File: src/include/mup_map.svh
// Functional notes
// - Reset aborts work, clears status, reinitialises stack pointer; stack may be disturbed.
// - After reset completion flag, error and service request outputs are low.
// - Write strobe pushes a data byte, or enters a command when select high.
// - Read strobe pops a data byte, or returns status when select high.
// - Pause goes low for command-port and data-port accesses alike.
// - Data access waits for a running command; status reads never wait.
// - Idle-device read pause is a few clocks; status read is shorter.
// - Completion flag set at command end; cleared by acknowledge, access or reset.
// - Error output set on failed command; cleared by status read or reset.
`ifndef MUP_MAP_SVH
`define MUP_MAP_SVH

// ****************************************************************
// Register offsets
// ****************************************************************
`define MUP_CTRL_OFF      8'h00
`define MUP_STATUS_OFF    8'h04
`define MUP_IRQ_STAT_OFF  8'h08
`define MUP_IRQ_MASK_OFF  8'h0c

// ****************************************************************
// Field positions
// ****************************************************************
`define MUP_CTRL_CYC_LSB  0
`define MUP_CTRL_ERR_LSB  16
`define MUP_STS_PTR_LSB   8
`define MUP_STS_CMD_LSB   16
`define MUP_STS_END_BIT   24
`define MUP_STS_ERR_BIT   25
`define MUP_STS_SRQ_BIT   26
`define MUP_CMD_SRQ_BIT   7
`define MUP_IRQ_DONE_BIT  0
`define MUP_IRQ_ERR_BIT   1
`define MUP_IRQ_PUSH_BIT  2
`define MUP_IRQ_POP_BIT   3

// ****************************************************************
// Reset values
// ****************************************************************
`define MUP_CTRL_CYC_RST  16'h0010
`define MUP_IRQ_MASK_RST  4'h0
`define MUP_IDLE_CNT_RST  3'h7

// ****************************************************************
// Timing counts in clock periods
// ****************************************************************
`define MUP_POP_CYC       4'h3
`define MUP_STAT_CYC      4'h1
`define MUP_WR_CYC        4'h1
`define MUP_CMD_GAP_CYC   3'h3
`define MUP_DATA_GAP_CYC  3'h4

// ****************************************************************
// Bus answers
// ****************************************************************
`define MUP_RESP_OKAY     2'h0
`define MUP_RESP_SLVERR   2'h2

`endif

File: src/include/mup_pkg.sv
`default_nettype none

package mup_pkg;

	typedef enum logic [1:0] {
		MUP_IDLE   = 2'b00,
		MUP_WAIT   = 2'b01,
		MUP_ACCESS = 2'b11,
		MUP_DONE   = 2'b10
	} mup_port_state_t;

	typedef enum logic [1:0] {
		MUP_PUSH = 2'b00,
		MUP_CMD  = 2'b01,
		MUP_POP  = 2'b10,
		MUP_STAT = 2'b11
	} mup_xfer_t;

	typedef struct packed {
		logic       cs_n;
		logic       rd_n;
		logic       wr_n;
		logic       cmd_sel;
		logic [7:0] db_in;
		logic       completion_ack_n;
		logic       service_ack_n;
	} mup_pin_in_t;

	typedef struct packed {
		logic       pause_n;
		logic [7:0] db_out;
		logic       db_oe;
		logic       completion_flag;
		logic       error_flag;
		logic       service_request;
	} mup_pin_out_t;

	typedef struct packed {
		mup_pin_in_t     sync1;
		mup_pin_in_t     sync2;
		mup_port_state_t pstate;
		mup_xfer_t       xfer;
		logic [3:0]      cnt;
		logic            acted;
		logic [2:0]      idle_cnt;
		logic [3:0]      ptr;
		logic            busy;
		logic [15:0]     exec_cnt;
		logic [7:0]      cmd;
		logic [3:0]      err_code;
		logic [15:0]     ctrl_cycles;
		logic [3:0]      ctrl_err;
		logic [3:0]      irq_stat;
		logic [3:0]      irq_mask;
		logic            irq;
		mup_pin_out_t    pout;
		logic            awready;
		logic            wready;
		logic            aw_got;
		logic            w_got;
		logic [7:0]      awaddr;
		logic [31:0]     wdata;
		logic [3:0]      wstrb;
		logic            bvalid;
		logic [1:0]      bresp;
		logic            arready;
		logic            rvalid;
		logic [31:0]     rdata;
		logic [1:0]      rresp;
	} mup_state_t;

endpackage

`default_nettype wire

File: src/verilog/mup_stack_mem.sv
`timescale 1ns/1ps
`default_nettype none

// ****************************************************************
// Operand stack storage
// ****************************************************************
module mup_stack_mem (
	input  wire logic       aclk,
	input  wire logic       we,
	input  wire logic [3:0] waddr,
	input  wire logic [7:0] wdata,
	input  wire logic       re,
	input  wire logic [3:0] raddr,
	output logic      [7:0] rd_data
);

	logic [7:0] mem_ff [16];
	logic [7:0] rd_data_ff;

	// Contents are not cleared by reset, so the stack may hold stale bytes.
	always_ff @(posedge aclk) begin
		if (we) begin
			mem_ff[waddr] <= wdata;
		end
		if (re) begin
			rd_data_ff <= mem_ff[raddr];
		end
	end

	assign rd_data = rd_data_ff;

endmodule // mup_stack_mem

`default_nettype wire

File: src/verilog/mup_host_port.sv
`timescale 1ns/1ps
`default_nettype none
`include "mup_map.svh"

module mup_host_port (
	input  wire logic                  aclk,
	input  wire logic                  aresetn,
	input  wire mup_pkg::mup_pin_in_t  pin_in,
	output var  mup_pkg::mup_pin_out_t pin_out,
	output logic                       irq,
	input  wire logic [7:0]            s_axi_awaddr,
	input  wire logic                  s_axi_awvalid,
	output logic                       s_axi_awready,
	input  wire logic [31:0]           s_axi_wdata,
	input  wire logic [3:0]            s_axi_wstrb,
	input  wire logic                  s_axi_wvalid,
	output logic                       s_axi_wready,
	output logic [1:0]                 s_axi_bresp,
	output logic                       s_axi_bvalid,
	input  wire logic                  s_axi_bready,
	input  wire logic [7:0]            s_axi_araddr,
	input  wire logic                  s_axi_arvalid,
	output logic                       s_axi_arready,
	output logic [31:0]                s_axi_rdata,
	output logic [1:0]                 s_axi_rresp,
	output logic                       s_axi_rvalid,
	input  wire logic                  s_axi_rready
);
	import mup_pkg::*;

	mup_state_t  st_ff;
	mup_state_t  nxt;
	mup_pin_in_t s;
	logic        blocked;
	logic        done_evt;
	logic        access_clr;
	logic        stat_clr;
	logic [3:0]  irq_set;
	logic [3:0]  irq_clr;
	logic [31:0] merged;
	logic [31:0] rsel;
	logic [7:0]  status_byte;
	logic        mem_we;
	logic        mem_re;
	logic [3:0]  mem_waddr;
	logic [3:0]  mem_raddr;
	logic [7:0]  mem_rdata;

	// ****************************************************************
	// Operand stack
	// ****************************************************************
	mup_stack_mem u_stack (
		.aclk    (aclk),
		.we      (mem_we),
		.waddr   (mem_waddr),
		.wdata   (st_ff.sync2.db_in),
		.re      (mem_re),
		.raddr   (mem_raddr),
		.rd_data (mem_rdata)
	);

	// ****************************************************************
	// Next state
	// ****************************************************************
	always_comb begin
		nxt         = st_ff;
		s           = st_ff.sync2;
		blocked     = 1'b0;
		access_clr  = 1'b0;
		stat_clr    = 1'b0;
		irq_set     = 4'h0;
		irq_clr     = 4'h0;
		merged      = 32'h0;
		rsel        = 32'h0;
		mem_we      = 1'b0;
		mem_re      = 1'b0;
		mem_waddr   = st_ff.ptr;
		mem_raddr   = st_ff.ptr - 4'h1;
		status_byte = {st_ff.busy, 3'h0, st_ff.err_code};

		// Pins cross into the clock domain through two stages.
		nxt.sync1 = pin_in;
		nxt.sync2 = st_ff.sync1;

		// Write idle time, counted from the release of a write strobe.
		if (st_ff.idle_cnt != 3'h7) begin
			nxt.idle_cnt = st_ff.idle_cnt + 3'h1;
		end

		// Command execution is modelled as a timed busy period.
		done_evt = st_ff.busy && (st_ff.exec_cnt == 16'h0001);
		if (st_ff.busy) begin
			nxt.exec_cnt = st_ff.exec_cnt - 16'h0001;
		end
		if (done_evt) begin
			nxt.busy     = 1'b0;
			nxt.err_code = st_ff.ctrl_err;
			irq_set[`MUP_IRQ_DONE_BIT] = 1'b1;
			irq_set[`MUP_IRQ_ERR_BIT]  = (st_ff.ctrl_err != 4'h0);
		end

		// ****************************************************************
		// Host port sequencer
		// ****************************************************************
		unique case (st_ff.pstate)
			MUP_IDLE: begin
				if (!s.cs_n) begin
					nxt.pstate       = MUP_WAIT;
					nxt.pout.pause_n = 1'b0;
				end
			end
			MUP_WAIT: begin
				if (s.cs_n) begin
					nxt.pstate       = MUP_IDLE;
					nxt.pout.pause_n = 1'b1;
				end else if (!s.rd_n) begin
					nxt.xfer   = s.cmd_sel ? MUP_STAT : MUP_POP;
					nxt.cnt    = s.cmd_sel ? `MUP_STAT_CYC : `MUP_POP_CYC;
					nxt.pstate = MUP_ACCESS;
					access_clr = 1'b1;
				end else if (!s.wr_n) begin
					nxt.xfer   = s.cmd_sel ? MUP_CMD : MUP_PUSH;
					nxt.cnt    = `MUP_WR_CYC;
					nxt.pstate = MUP_ACCESS;
				end
			end
			MUP_ACCESS: begin
				// Status reads bypass the wait on a running command.
				blocked = ((st_ff.xfer != MUP_STAT) && st_ff.busy) ||
					((st_ff.xfer == MUP_CMD) && (st_ff.idle_cnt < `MUP_CMD_GAP_CYC)) ||
					((st_ff.xfer == MUP_PUSH) && (st_ff.idle_cnt < `MUP_DATA_GAP_CYC));
				if (!blocked) begin
					if ((st_ff.xfer == MUP_POP) && !st_ff.acted) begin
						mem_re    = 1'b1;
						nxt.ptr   = st_ff.ptr - 4'h1;
						nxt.acted = 1'b1;
					end
					if (st_ff.cnt == 4'h1) begin
						nxt.pstate       = MUP_DONE;
						nxt.pout.pause_n = 1'b1;
						nxt.acted        = 1'b0;
						unique case (st_ff.xfer)
							MUP_PUSH: begin
								mem_we  = 1'b1;
								nxt.ptr = st_ff.ptr + 4'h1;
								irq_set[`MUP_IRQ_PUSH_BIT] = 1'b1;
							end
							MUP_CMD: begin
								nxt.busy     = 1'b1;
								nxt.cmd      = s.db_in;
								nxt.err_code = 4'h0;
								nxt.exec_cnt = (st_ff.ctrl_cycles == 16'h0) ? 16'h0001 :
									st_ff.ctrl_cycles;
							end
							MUP_POP: begin
								nxt.pout.db_out = mem_rdata;
								nxt.pout.db_oe  = 1'b1;
								irq_set[`MUP_IRQ_POP_BIT] = 1'b1;
							end
							MUP_STAT: begin
								nxt.pout.db_out = status_byte;
								nxt.pout.db_oe  = 1'b1;
								stat_clr        = 1'b1;
							end
						endcase
					end else begin
						nxt.cnt = st_ff.cnt - 4'h1;
					end
				end
			end
			MUP_DONE: begin
				// Data stays on the bus for as long as the read strobe is held.
				if (s.rd_n && s.wr_n) begin
					nxt.pout.db_oe = 1'b0;
					if ((st_ff.xfer == MUP_PUSH) || (st_ff.xfer == MUP_CMD)) begin
						access_clr   = 1'b1;
						nxt.idle_cnt = 3'h0;
					end
					if (s.cs_n) begin
						nxt.pstate = MUP_IDLE;
					end else begin
						nxt.pstate       = MUP_WAIT;
						nxt.pout.pause_n = 1'b0;
					end
				end
			end
		endcase

		// ****************************************************************
		// Host-visible flags; a set in the same cycle beats a clear
		// ****************************************************************
		if (!s.completion_ack_n || access_clr) begin
			nxt.pout.completion_flag = 1'b0;
		end
		if (done_evt) begin
			nxt.pout.completion_flag = 1'b1;
		end
		if (stat_clr) begin
			nxt.pout.error_flag = 1'b0;
		end
		if (done_evt && (st_ff.ctrl_err != 4'h0)) begin
			nxt.pout.error_flag = 1'b1;
		end
		// A held-low acknowledge fights the set, so the request may be missed.
		if (!s.service_ack_n) begin
			nxt.pout.service_request = 1'b0;
		end
		if (done_evt) begin
			nxt.pout.service_request = st_ff.cmd[`MUP_CMD_SRQ_BIT];
		end

		// ****************************************************************
		// AXI4-Lite write channel
		// ****************************************************************
		if (s_axi_awvalid && st_ff.awready) begin
			nxt.aw_got  = 1'b1;
			nxt.awready = 1'b0;
			nxt.awaddr  = s_axi_awaddr;
		end
		if (s_axi_wvalid && st_ff.wready) begin
			nxt.w_got  = 1'b1;
			nxt.wready = 1'b0;
			nxt.wdata  = s_axi_wdata;
			nxt.wstrb  = s_axi_wstrb;
		end
		if (st_ff.aw_got && st_ff.w_got && !st_ff.bvalid) begin
			nxt.aw_got = 1'b0;
			nxt.w_got  = 1'b0;
			nxt.bvalid = 1'b1;
			nxt.bresp  = `MUP_RESP_OKAY;
			merged = {12'h0, st_ff.ctrl_err, st_ff.ctrl_cycles};
			for (int i = 0; i < 4; i++) begin
				if (st_ff.wstrb[i]) begin
					merged[i*8 +: 8] = st_ff.wdata[i*8 +: 8];
				end
			end
			unique case ({st_ff.awaddr[7:2], 2'b00})
				`MUP_CTRL_OFF: begin
					nxt.ctrl_cycles = merged[`MUP_CTRL_CYC_LSB +: 16];
					nxt.ctrl_err    = merged[`MUP_CTRL_ERR_LSB +: 4];
				end
				`MUP_STATUS_OFF: begin
				end
				`MUP_IRQ_STAT_OFF: begin
					if (st_ff.wstrb[0]) begin
						irq_clr = st_ff.wdata[3:0];
					end
				end
				`MUP_IRQ_MASK_OFF: begin
					if (st_ff.wstrb[0]) begin
						nxt.irq_mask = st_ff.wdata[3:0];
					end
				end
				default: begin
					nxt.bresp = `MUP_RESP_SLVERR;
				end
			endcase
		end
		if (st_ff.bvalid && s_axi_bready) begin
			nxt.bvalid  = 1'b0;
			nxt.awready = 1'b1;
			nxt.wready  = 1'b1;
		end

		// ****************************************************************
		// AXI4-Lite read channel
		// ****************************************************************
		if (s_axi_arvalid && st_ff.arready) begin
			nxt.arready = 1'b0;
			nxt.rvalid  = 1'b1;
			nxt.rresp   = `MUP_RESP_OKAY;
			unique case ({s_axi_araddr[7:2], 2'b00})
				`MUP_CTRL_OFF: begin
					rsel = {12'h0, st_ff.ctrl_err, st_ff.ctrl_cycles};
				end
				`MUP_STATUS_OFF: begin
					rsel[7:0]                    = status_byte;
					rsel[`MUP_STS_PTR_LSB +: 4]  = st_ff.ptr;
					rsel[`MUP_STS_CMD_LSB +: 8]  = st_ff.cmd;
					rsel[`MUP_STS_END_BIT]       = st_ff.pout.completion_flag;
					rsel[`MUP_STS_ERR_BIT]       = st_ff.pout.error_flag;
					rsel[`MUP_STS_SRQ_BIT]       = st_ff.pout.service_request;
				end
				`MUP_IRQ_STAT_OFF: begin
					rsel[3:0] = st_ff.irq_stat;
				end
				`MUP_IRQ_MASK_OFF: begin
					rsel[3:0] = st_ff.irq_mask;
				end
				default: begin
					nxt.rresp = `MUP_RESP_SLVERR;
				end
			endcase
			nxt.rdata = rsel;
		end
		if (st_ff.rvalid && s_axi_rready) begin
			nxt.rvalid  = 1'b0;
			nxt.arready = 1'b1;
		end

		// Sticky events: a new event outlives a write-one-to-clear in the same cycle.
		nxt.irq_stat = (st_ff.irq_stat & ~irq_clr) | irq_set;
		nxt.irq      = |(nxt.irq_stat & nxt.irq_mask);
	end

	// ****************************************************************
	// State register
	// ****************************************************************
	always_ff @(posedge aclk) begin
		if (!aresetn) begin
			st_ff                  <= '0;
			st_ff.sync1            <= '1;
			st_ff.sync2            <= '1;
			st_ff.idle_cnt         <= `MUP_IDLE_CNT_RST;
			st_ff.ctrl_cycles      <= `MUP_CTRL_CYC_RST;
			st_ff.irq_mask         <= `MUP_IRQ_MASK_RST;
			st_ff.pout.pause_n     <= 1'b1;
			st_ff.awready          <= 1'b1;
			st_ff.wready           <= 1'b1;
			st_ff.arready          <= 1'b1;
		end else begin
			st_ff <= nxt;
		end
	end

	// ****************************************************************
	// Outputs
	// ****************************************************************
	assign pin_out       = st_ff.pout;
	assign irq           = st_ff.irq;
	assign s_axi_awready = st_ff.awready;
	assign s_axi_wready  = st_ff.wready;
	assign s_axi_bvalid  = st_ff.bvalid;
	assign s_axi_bresp   = st_ff.bresp;
	assign s_axi_arready = st_ff.arready;
	assign s_axi_rvalid  = st_ff.rvalid;
	assign s_axi_rdata   = st_ff.rdata;
	assign s_axi_rresp   = st_ff.rresp;

endmodule // mup_host_port

`default_nettype wire

File: config.mk
export PLATFORM = sky130hd
export DESIGN_NAME = mup_host_port
export DESIGN_NICKNAME = d
export VERILOG_FILES = /design/src/include/mup_pkg.sv /design/src/verilog/mup_stack_mem.sv /design/src/verilog/mup_host_port.sv
export VERILOG_INCLUDE_DIRS = /design/src /design/src/include
export SDC_FILE = /design/constraint.sdc
export NUM_CORES = 1
export LEC_CHECK = 0
export ABC_CLOCK_PERIOD_IN_PS = 8600
export BUFFER_PORTS_ARGS = -buffer_cell sky130_fd_sc_hd__buf_2
export CAP_MARGIN = 40
export CORE_MARGIN = 2
export CORE_UTILIZATION = 35
export DETAILED_ROUTE_END_ITERATION = 10
export PLACE_DENSITY_LB_ADDON = 0.2
export SYNTH_ARGS = -nofsm -noshare
export SYNTH_HDL_FRONTEND = slang
export SYNTH_HIERARCHICAL = 1
export SYNTH_SLANG_ARGS = --single-unit
File: constraint.sdc
create_clock -name aclk -period 8.6 [get_ports aclk]
set_input_delay 2.58 -clock aclk [delete_from_list [all_inputs] [get_ports aclk]]
set_output_delay 2.58 -clock aclk [all_outputs]
set_load 0.05 [all_outputs]
Word level (Yosys, flattened, before mapping)
Memories as Yosys holds them, arrays and structs flattened. A register that Yosys moved wholly into a read port is not among the register bits.
Index checks and enable logic that the tools add are counted.
{"block": "op_classes", "order_cmp": 2, "addsub": 5, "reduce_logical": 51, "eq_ne": 28, "bitwise_logic": 7, "n_mux": 82}
{"operator": "two-way mux 29 bit", "n": 3}
{"operator": "two-way mux 4 bit", "n": 12}
{"operator": "two-way mux 1 bit", "n": 34}
{"operator": "two-way mux 33 bit", "n": 1}
{"operator": "two-way mux 16 bit", "n": 2}
{"operator": "equality test 6 x 2 -> 1 bit (second input constant)", "n": 4}
{"operator": "two-way mux 2 bit", "n": 12}
{"operator": "case mux 11 bit (2 select lines)", "n": 1}
{"operator": "two-way mux 10 bit", "n": 2}
{"operator": "inequality test 2 bit (second input constant)", "n": 9}
{"operator": "case mux 9 bit (2 select lines)", "n": 1}
{"operator": "equality test 16 x 1 -> 1 bit (second input constant)", "n": 1}
{"operator": "zero test 16 bit", "n": 1}
{"operator": "two-way mux 8 bit", "n": 2}
{"operator": "case mux 4 bit (4 select lines)", "n": 1}
{"operator": "case mux 8 bit (2 select lines)", "n": 1}
{"operator": "subtractor 16 x 1 -> 16 bit (second input constant)", "n": 1}
{"operator": "AND reduction 3 bit", "n": 5}
{"operator": "AND reduction 5 bit", "n": 3}
{"operator": "logical AND 1 bit", "n": 14}
{"operator": "equality test 6 x 1 -> 1 bit (second input constant)", "n": 2}
{"operator": "zero test 6 bit", "n": 2}
{"operator": "two-way mux 3 bit", "n": 4}
{"operator": "AND reduction 4 bit", "n": 3}
{"operator": "29 further kinds", "n": 54}
{"block": "totals", "input_bits": 73, "regBits": 184, "output_inout_bits": 55, "ramBits": 128, "wordCells": 225, "mem_count": 1}
{"name": "u_stack.mem_ff", "words": 16, "width": 8, "rd": 1, "rd_clocked_by_memory_dff": 1, "write_ports": 1, "line": "mup_stack_mem.sv:17", "rtl": "logic [7:0] mem_ff [16];"}

Longest topological paths before layout
{"block": "logic_depth", "ltp_word": 9, "depth_mapped": 8, "mapped_depth_nobuf": 7}

Hierarchy
The synthesis kept the hierarchy.
{"module": "mup_host_port", "instances": 1, "area_each_um2": 7781.2, "seq_area_each_um2": 3603.5, "cells_each": 862}
{"module": "mup_stack_mem", "instances": 1, "area_each_um2": 5227.5, "seq_area_each_um2": 4083.9, "cells_each": 229}

Worst setup path after synthesis
Ideal clock, no wire load.
{"block": "synth_timing", "path_type": "input to register", "from": "input s_axi_araddr[5]", "to": "register st_ff (netlist bit s_axi_rdata[26])", "arrival_ns": 3.973, "n_path_buf": 1, "t_required_ns": 8.535, "path_stages": 6, "setup_time_ns": 0.065, "setup_slack_ns": 4.562, "cell_sequence": "nor4_1 nand3_1 nor2_1 buf_2 a32oi_1 nor2_1"}
{"block": "synth_between", "elab_chain_cells": 2, "elab_cells_between_ends": 3, "classes_between": "eq/ne (1); mux (1); reduce/logical (1)"}
{"item": "from (decl)", "line": "mup_host_port.sv:21", "rtl": "input wire logic [7:0] s_axi_araddr,"}
{"item": "equality test 6 x 1 -> 1 bit / zero test 6 bit (equally long branches)", "line": "mup_host_port.sv:272", "rtl": "unique case ({s_axi_araddr[7:2], 2'b00})"}
{"item": "case mux 11 bit (2 select lines) (*)", "line": "mup_host_port.sv:272"}
{"item": "to (signal assigned)", "line": "mup_host_port.sv:322", "rtl": "st_ff <= nxt;"}
{"item": "to (decl)", "line": "mup_host_port.sv:31", "rtl": "mup_state_t st_ff;"}
Every way passes the cells marked *; elsewhere a longest branch is shown, timed or not.
A chain may end at the register's enable or synchronous reset.

Final worst setup path
{"block": "layout_timing", "from": "input s_axi_araddr[5]", "to": "register st_ff (netlist bit s_axi_rdata[24])"}
The elaborated chain is that of the path after synthesis.

==> results.yml <==
status:
  status: "finished clean"
worst_setup_path:
  cp.required_ps: 9040
  cp_cell_sequence: "buf_2 -> nor4_1 -> nand3_1 -> nor2_1 -> buf_6 -> a32oi_1 -> nor2_1"
  worstPathArrival_ps: 4770
  worst-path-buf-inv: 2
  crit_path_frequent_cell: "nor2_1"
  crit_type: "in -> reg"
  crit_path_start: "s_axi_araddr[5]"
  end_kind: "flip-flop"
  setup.worst_path.start_class: "input pin"
  slowest_stage: "nor4_1"
  crit_fanout: 9
  cpLargestDelayFamily: "simple AND/OR/NAND/NOR gates"
  max_stage_delay_ps: 740
  rr_startpoint: "st_ff[167]$_SDFFE_PN0P_"
placed_design:
  post-dp-hpwl_microns: 20900
  port_buffers: 103
  dpl_worst_slack_ps: 3800
  placed_cells_incl_taps: 1581
  place_congestion: 0.845
  dpl_cell_area_sq_um: 13600
power:
  worst_ir_drop_vdd_mv: 0.133
  leakage_uw: 0.00556
  p_per_area_nw_per_um2: 212
global_routing:
  grt_pass1_vias: 8125
  grt_max_degree: 65
  antenna_found_initial: 0
  grt_use_total_pct: 16.1
  grt_pass1_wl_microns: 47700
  grt-ovfl-total: 0
yosys:
  seq_area_frac_synth_pct: 59.1
  synth_cell_types: 76
  netlist_instances: 1091
  synth_edf_count: 136
  synth.cell_area_sq_um: 13000
  synth.avg_cell_area_sq_um: 11.9
  ys_async_sr_fraction_pct: 0
  yosysWarnings: 6
  synth-seq-cells: 316
  synth_top_area_cell: "edfxtp_1"
  ys.flop_type: "dfxtp_1"
  synth_top_area_share_pct: 31.4
  post_synth_main_area_contributors: "edfxtp_1, dfxtp_1, mux4_2"
  synth_common_cells: "dfxtp_1, edfxtp_1, nor2_1"
  synthMostInstantiatedCell: "dfxtp_1"
cells_and_area:
  drive_gt1_share_pct: 18.4
  area_growth_pct: 12.9
  fin_nets: 1235
  num_antenna_cells: 0
  fin_cells: 1642
  final_cell_area_sq_um: 14700
clocking:
  cts_buffers: 35
  cts_setup_buffers: 0
  clkSinkCount: 316
  cts_resized: 0
  cts_tree: "built"
  cts_hold_buffers: 0
  clock-root-buffer: "clkbuf_16"
  path_clk_slew_ps: 60
  worstSkewPairLatency_ps: 520
  clk_path_buf_depth: 3
  htree_levels: 2
sta:
  worstMarginPinSlew_ps: 903
  finalSetupViolCount: 0
  fin_ws_ps: 4270
  relSlewSlack_pct: 39.3
  fin_skew_ps: 12.6
  hold_violations: 0
  rsz0062_at_grt: "no"
  fin_setup_tns_ps: 0
  period_minus_slack_ps: 4330
  max_clock_freq_mhz: 231
  slew_violations: 0
  timing.final.crit_share_pct: 50.3
floorplan:
  die_height_microns: 197
  die_w_microns: 197
  fp-row-count: 70
  io_pins: 128
  die-area_sq_um: 38700
  initial_core_util_pct: 35.5
  core-area_sq_um: 36600
routing:
  wl_per_cell_microns: 18.8
  postRouteAntennaNets: 0
  wl_microns: 30900
  first_pass_iters: 5
  drcViolationCount: 0
  drtIter0Drc: 492
  via_per_inst: 5.16
  vias: 8480
hold_path:
  hold_path.class: "reg -> reg"
  hold_start: "nxt[182]$_SDFF_PN1_"
run:
  maxCapViolCount: 0
==> final timing paths <==
| check | end | slack [ps] | cells past startpoint |
|---|---|---|---|
| setup / recovery | s_axi_rdata[24]$_SDFFE_PN0P_ | 4270 | 7 |
| hold / removal | s[8]$_SDFF_PN1_ | 400 | 1 |
| hold reg to reg | s[8]$_SDFF_PN1_ | 400 | 1 |
| setup reg to reg | u_stack/mem_ff[1][2]$_DFFE_PP_ | 5310 | 7 |
==> flip-flops by register name, indices dropped and copies added (netlist names) <==
| name | flops |
|---|---|
| u_stack/mem_ff | 128 |
| st_ff | 100 |
| s_axi_rdata | 27 |
| nxt | 14 |
| s | 14 |
| pin_out | 13 |
| u_stack/rd_data | 8 |
| mem_waddr | 4 |
| irq | 1 |
| s_axi_arready | 1 |
| s_axi_awready | 1 |
| s_axi_bresp | 1 |
| s_axi_bvalid | 1 |
| s_axi_rresp | 1 |
| s_axi_rvalid | 1 |
| s_axi_wready | 1 |
==> power breakdown <==
group / internal (uW) / switching, uW
sequential: 1580 / 26.5
combinational: 45.0 / 76.0
clock: 800 / 582
total: 2430 / 685
==> per-layer routing <==
layer | global-route usage [%] | wire [microns] | up-vias
met5 | 0 | 0 | -
met4 | 4.04 | 500 | 0
met3 | 2.57 | 1250 | 37
met2 | 23.4 | 13200 | 188
met1 | 24.7 | 15900 | 4202
li1 | - | - | 4053
==> cell families after synthesis <==
| logic type | share of synthesized area, % |
|---|---|
| other | 0.0288 |
| multiplexers | 10.5 |
| AND/OR/NAND/NOR | 12.8 |
| adder cells (fa/ha/maj) | 1.15 |
| XOR/XNOR | 1.41 |
| flip-flops | 59.1 |
| buffers and inverters | 5.54 |
| AO/OA/AOI/OAI | 9.51 |
==> through the flow <==
step                utilization, %  power, uW  hold WS [ps]
global route                  40.1       3230           424
finish                        40.1       3110           402
global placement              37.1       1760           394
detailed placement            37.3       1760           391
floorplan                        -       1720           386
CTS                           40.1       3160           404
==> worst register-to-register path: stages (launching register included) <==
cell,delay [ps]
dfxtp_1,320
inv_1,80
ha_1,160
nor3b_2,480
nand2_1,210
nor2_1,460
or3b_2,550
nor2_1,650
==> cells in the final DEF (no fill, tap or decap), drive strengths merged, types with 4 or more instances in the layout <==
cell type  synthesis  final
a21oi             65     65
clkinv             1     12
o21ai             22     22
mux2              11     11
edfxtp           136    136
mux2i             37     37
clkbuf            32     46
inv               24     27
nor3b              4      4
nand3             18     18
nor4              13     13
ha                12     12
a211oi            13     13
xor2               4      4
nand3b             4      4
a31oi              4      4
nor2             111    111
buf               66    117
and2               6      6
nand4              7      7
o2bb2ai            9      9
or4                4      4
dfxtp            180    180
a311oi             6      6
mux4              36     36
nand2b            37     37
a22oi             32     32
conb               1      7
or3                7      7
a32oi              8      8
nand2            108    108
nor3              13     13
xnor2             17     17
==> area by class of cell <==
class                           instances  area, sq um
Tap cell                              468          586
Inverter                               25         96.3
Timing Repair Buffer                  117          649
Sequential cell                       316         7690
Fill cell                            3547        21900
Clock inverter                         15          111
Clock buffer                           46          937
Multi-Input combinational cell        655         4620
No activity file was read; power rests on OpenSTA's default activity.
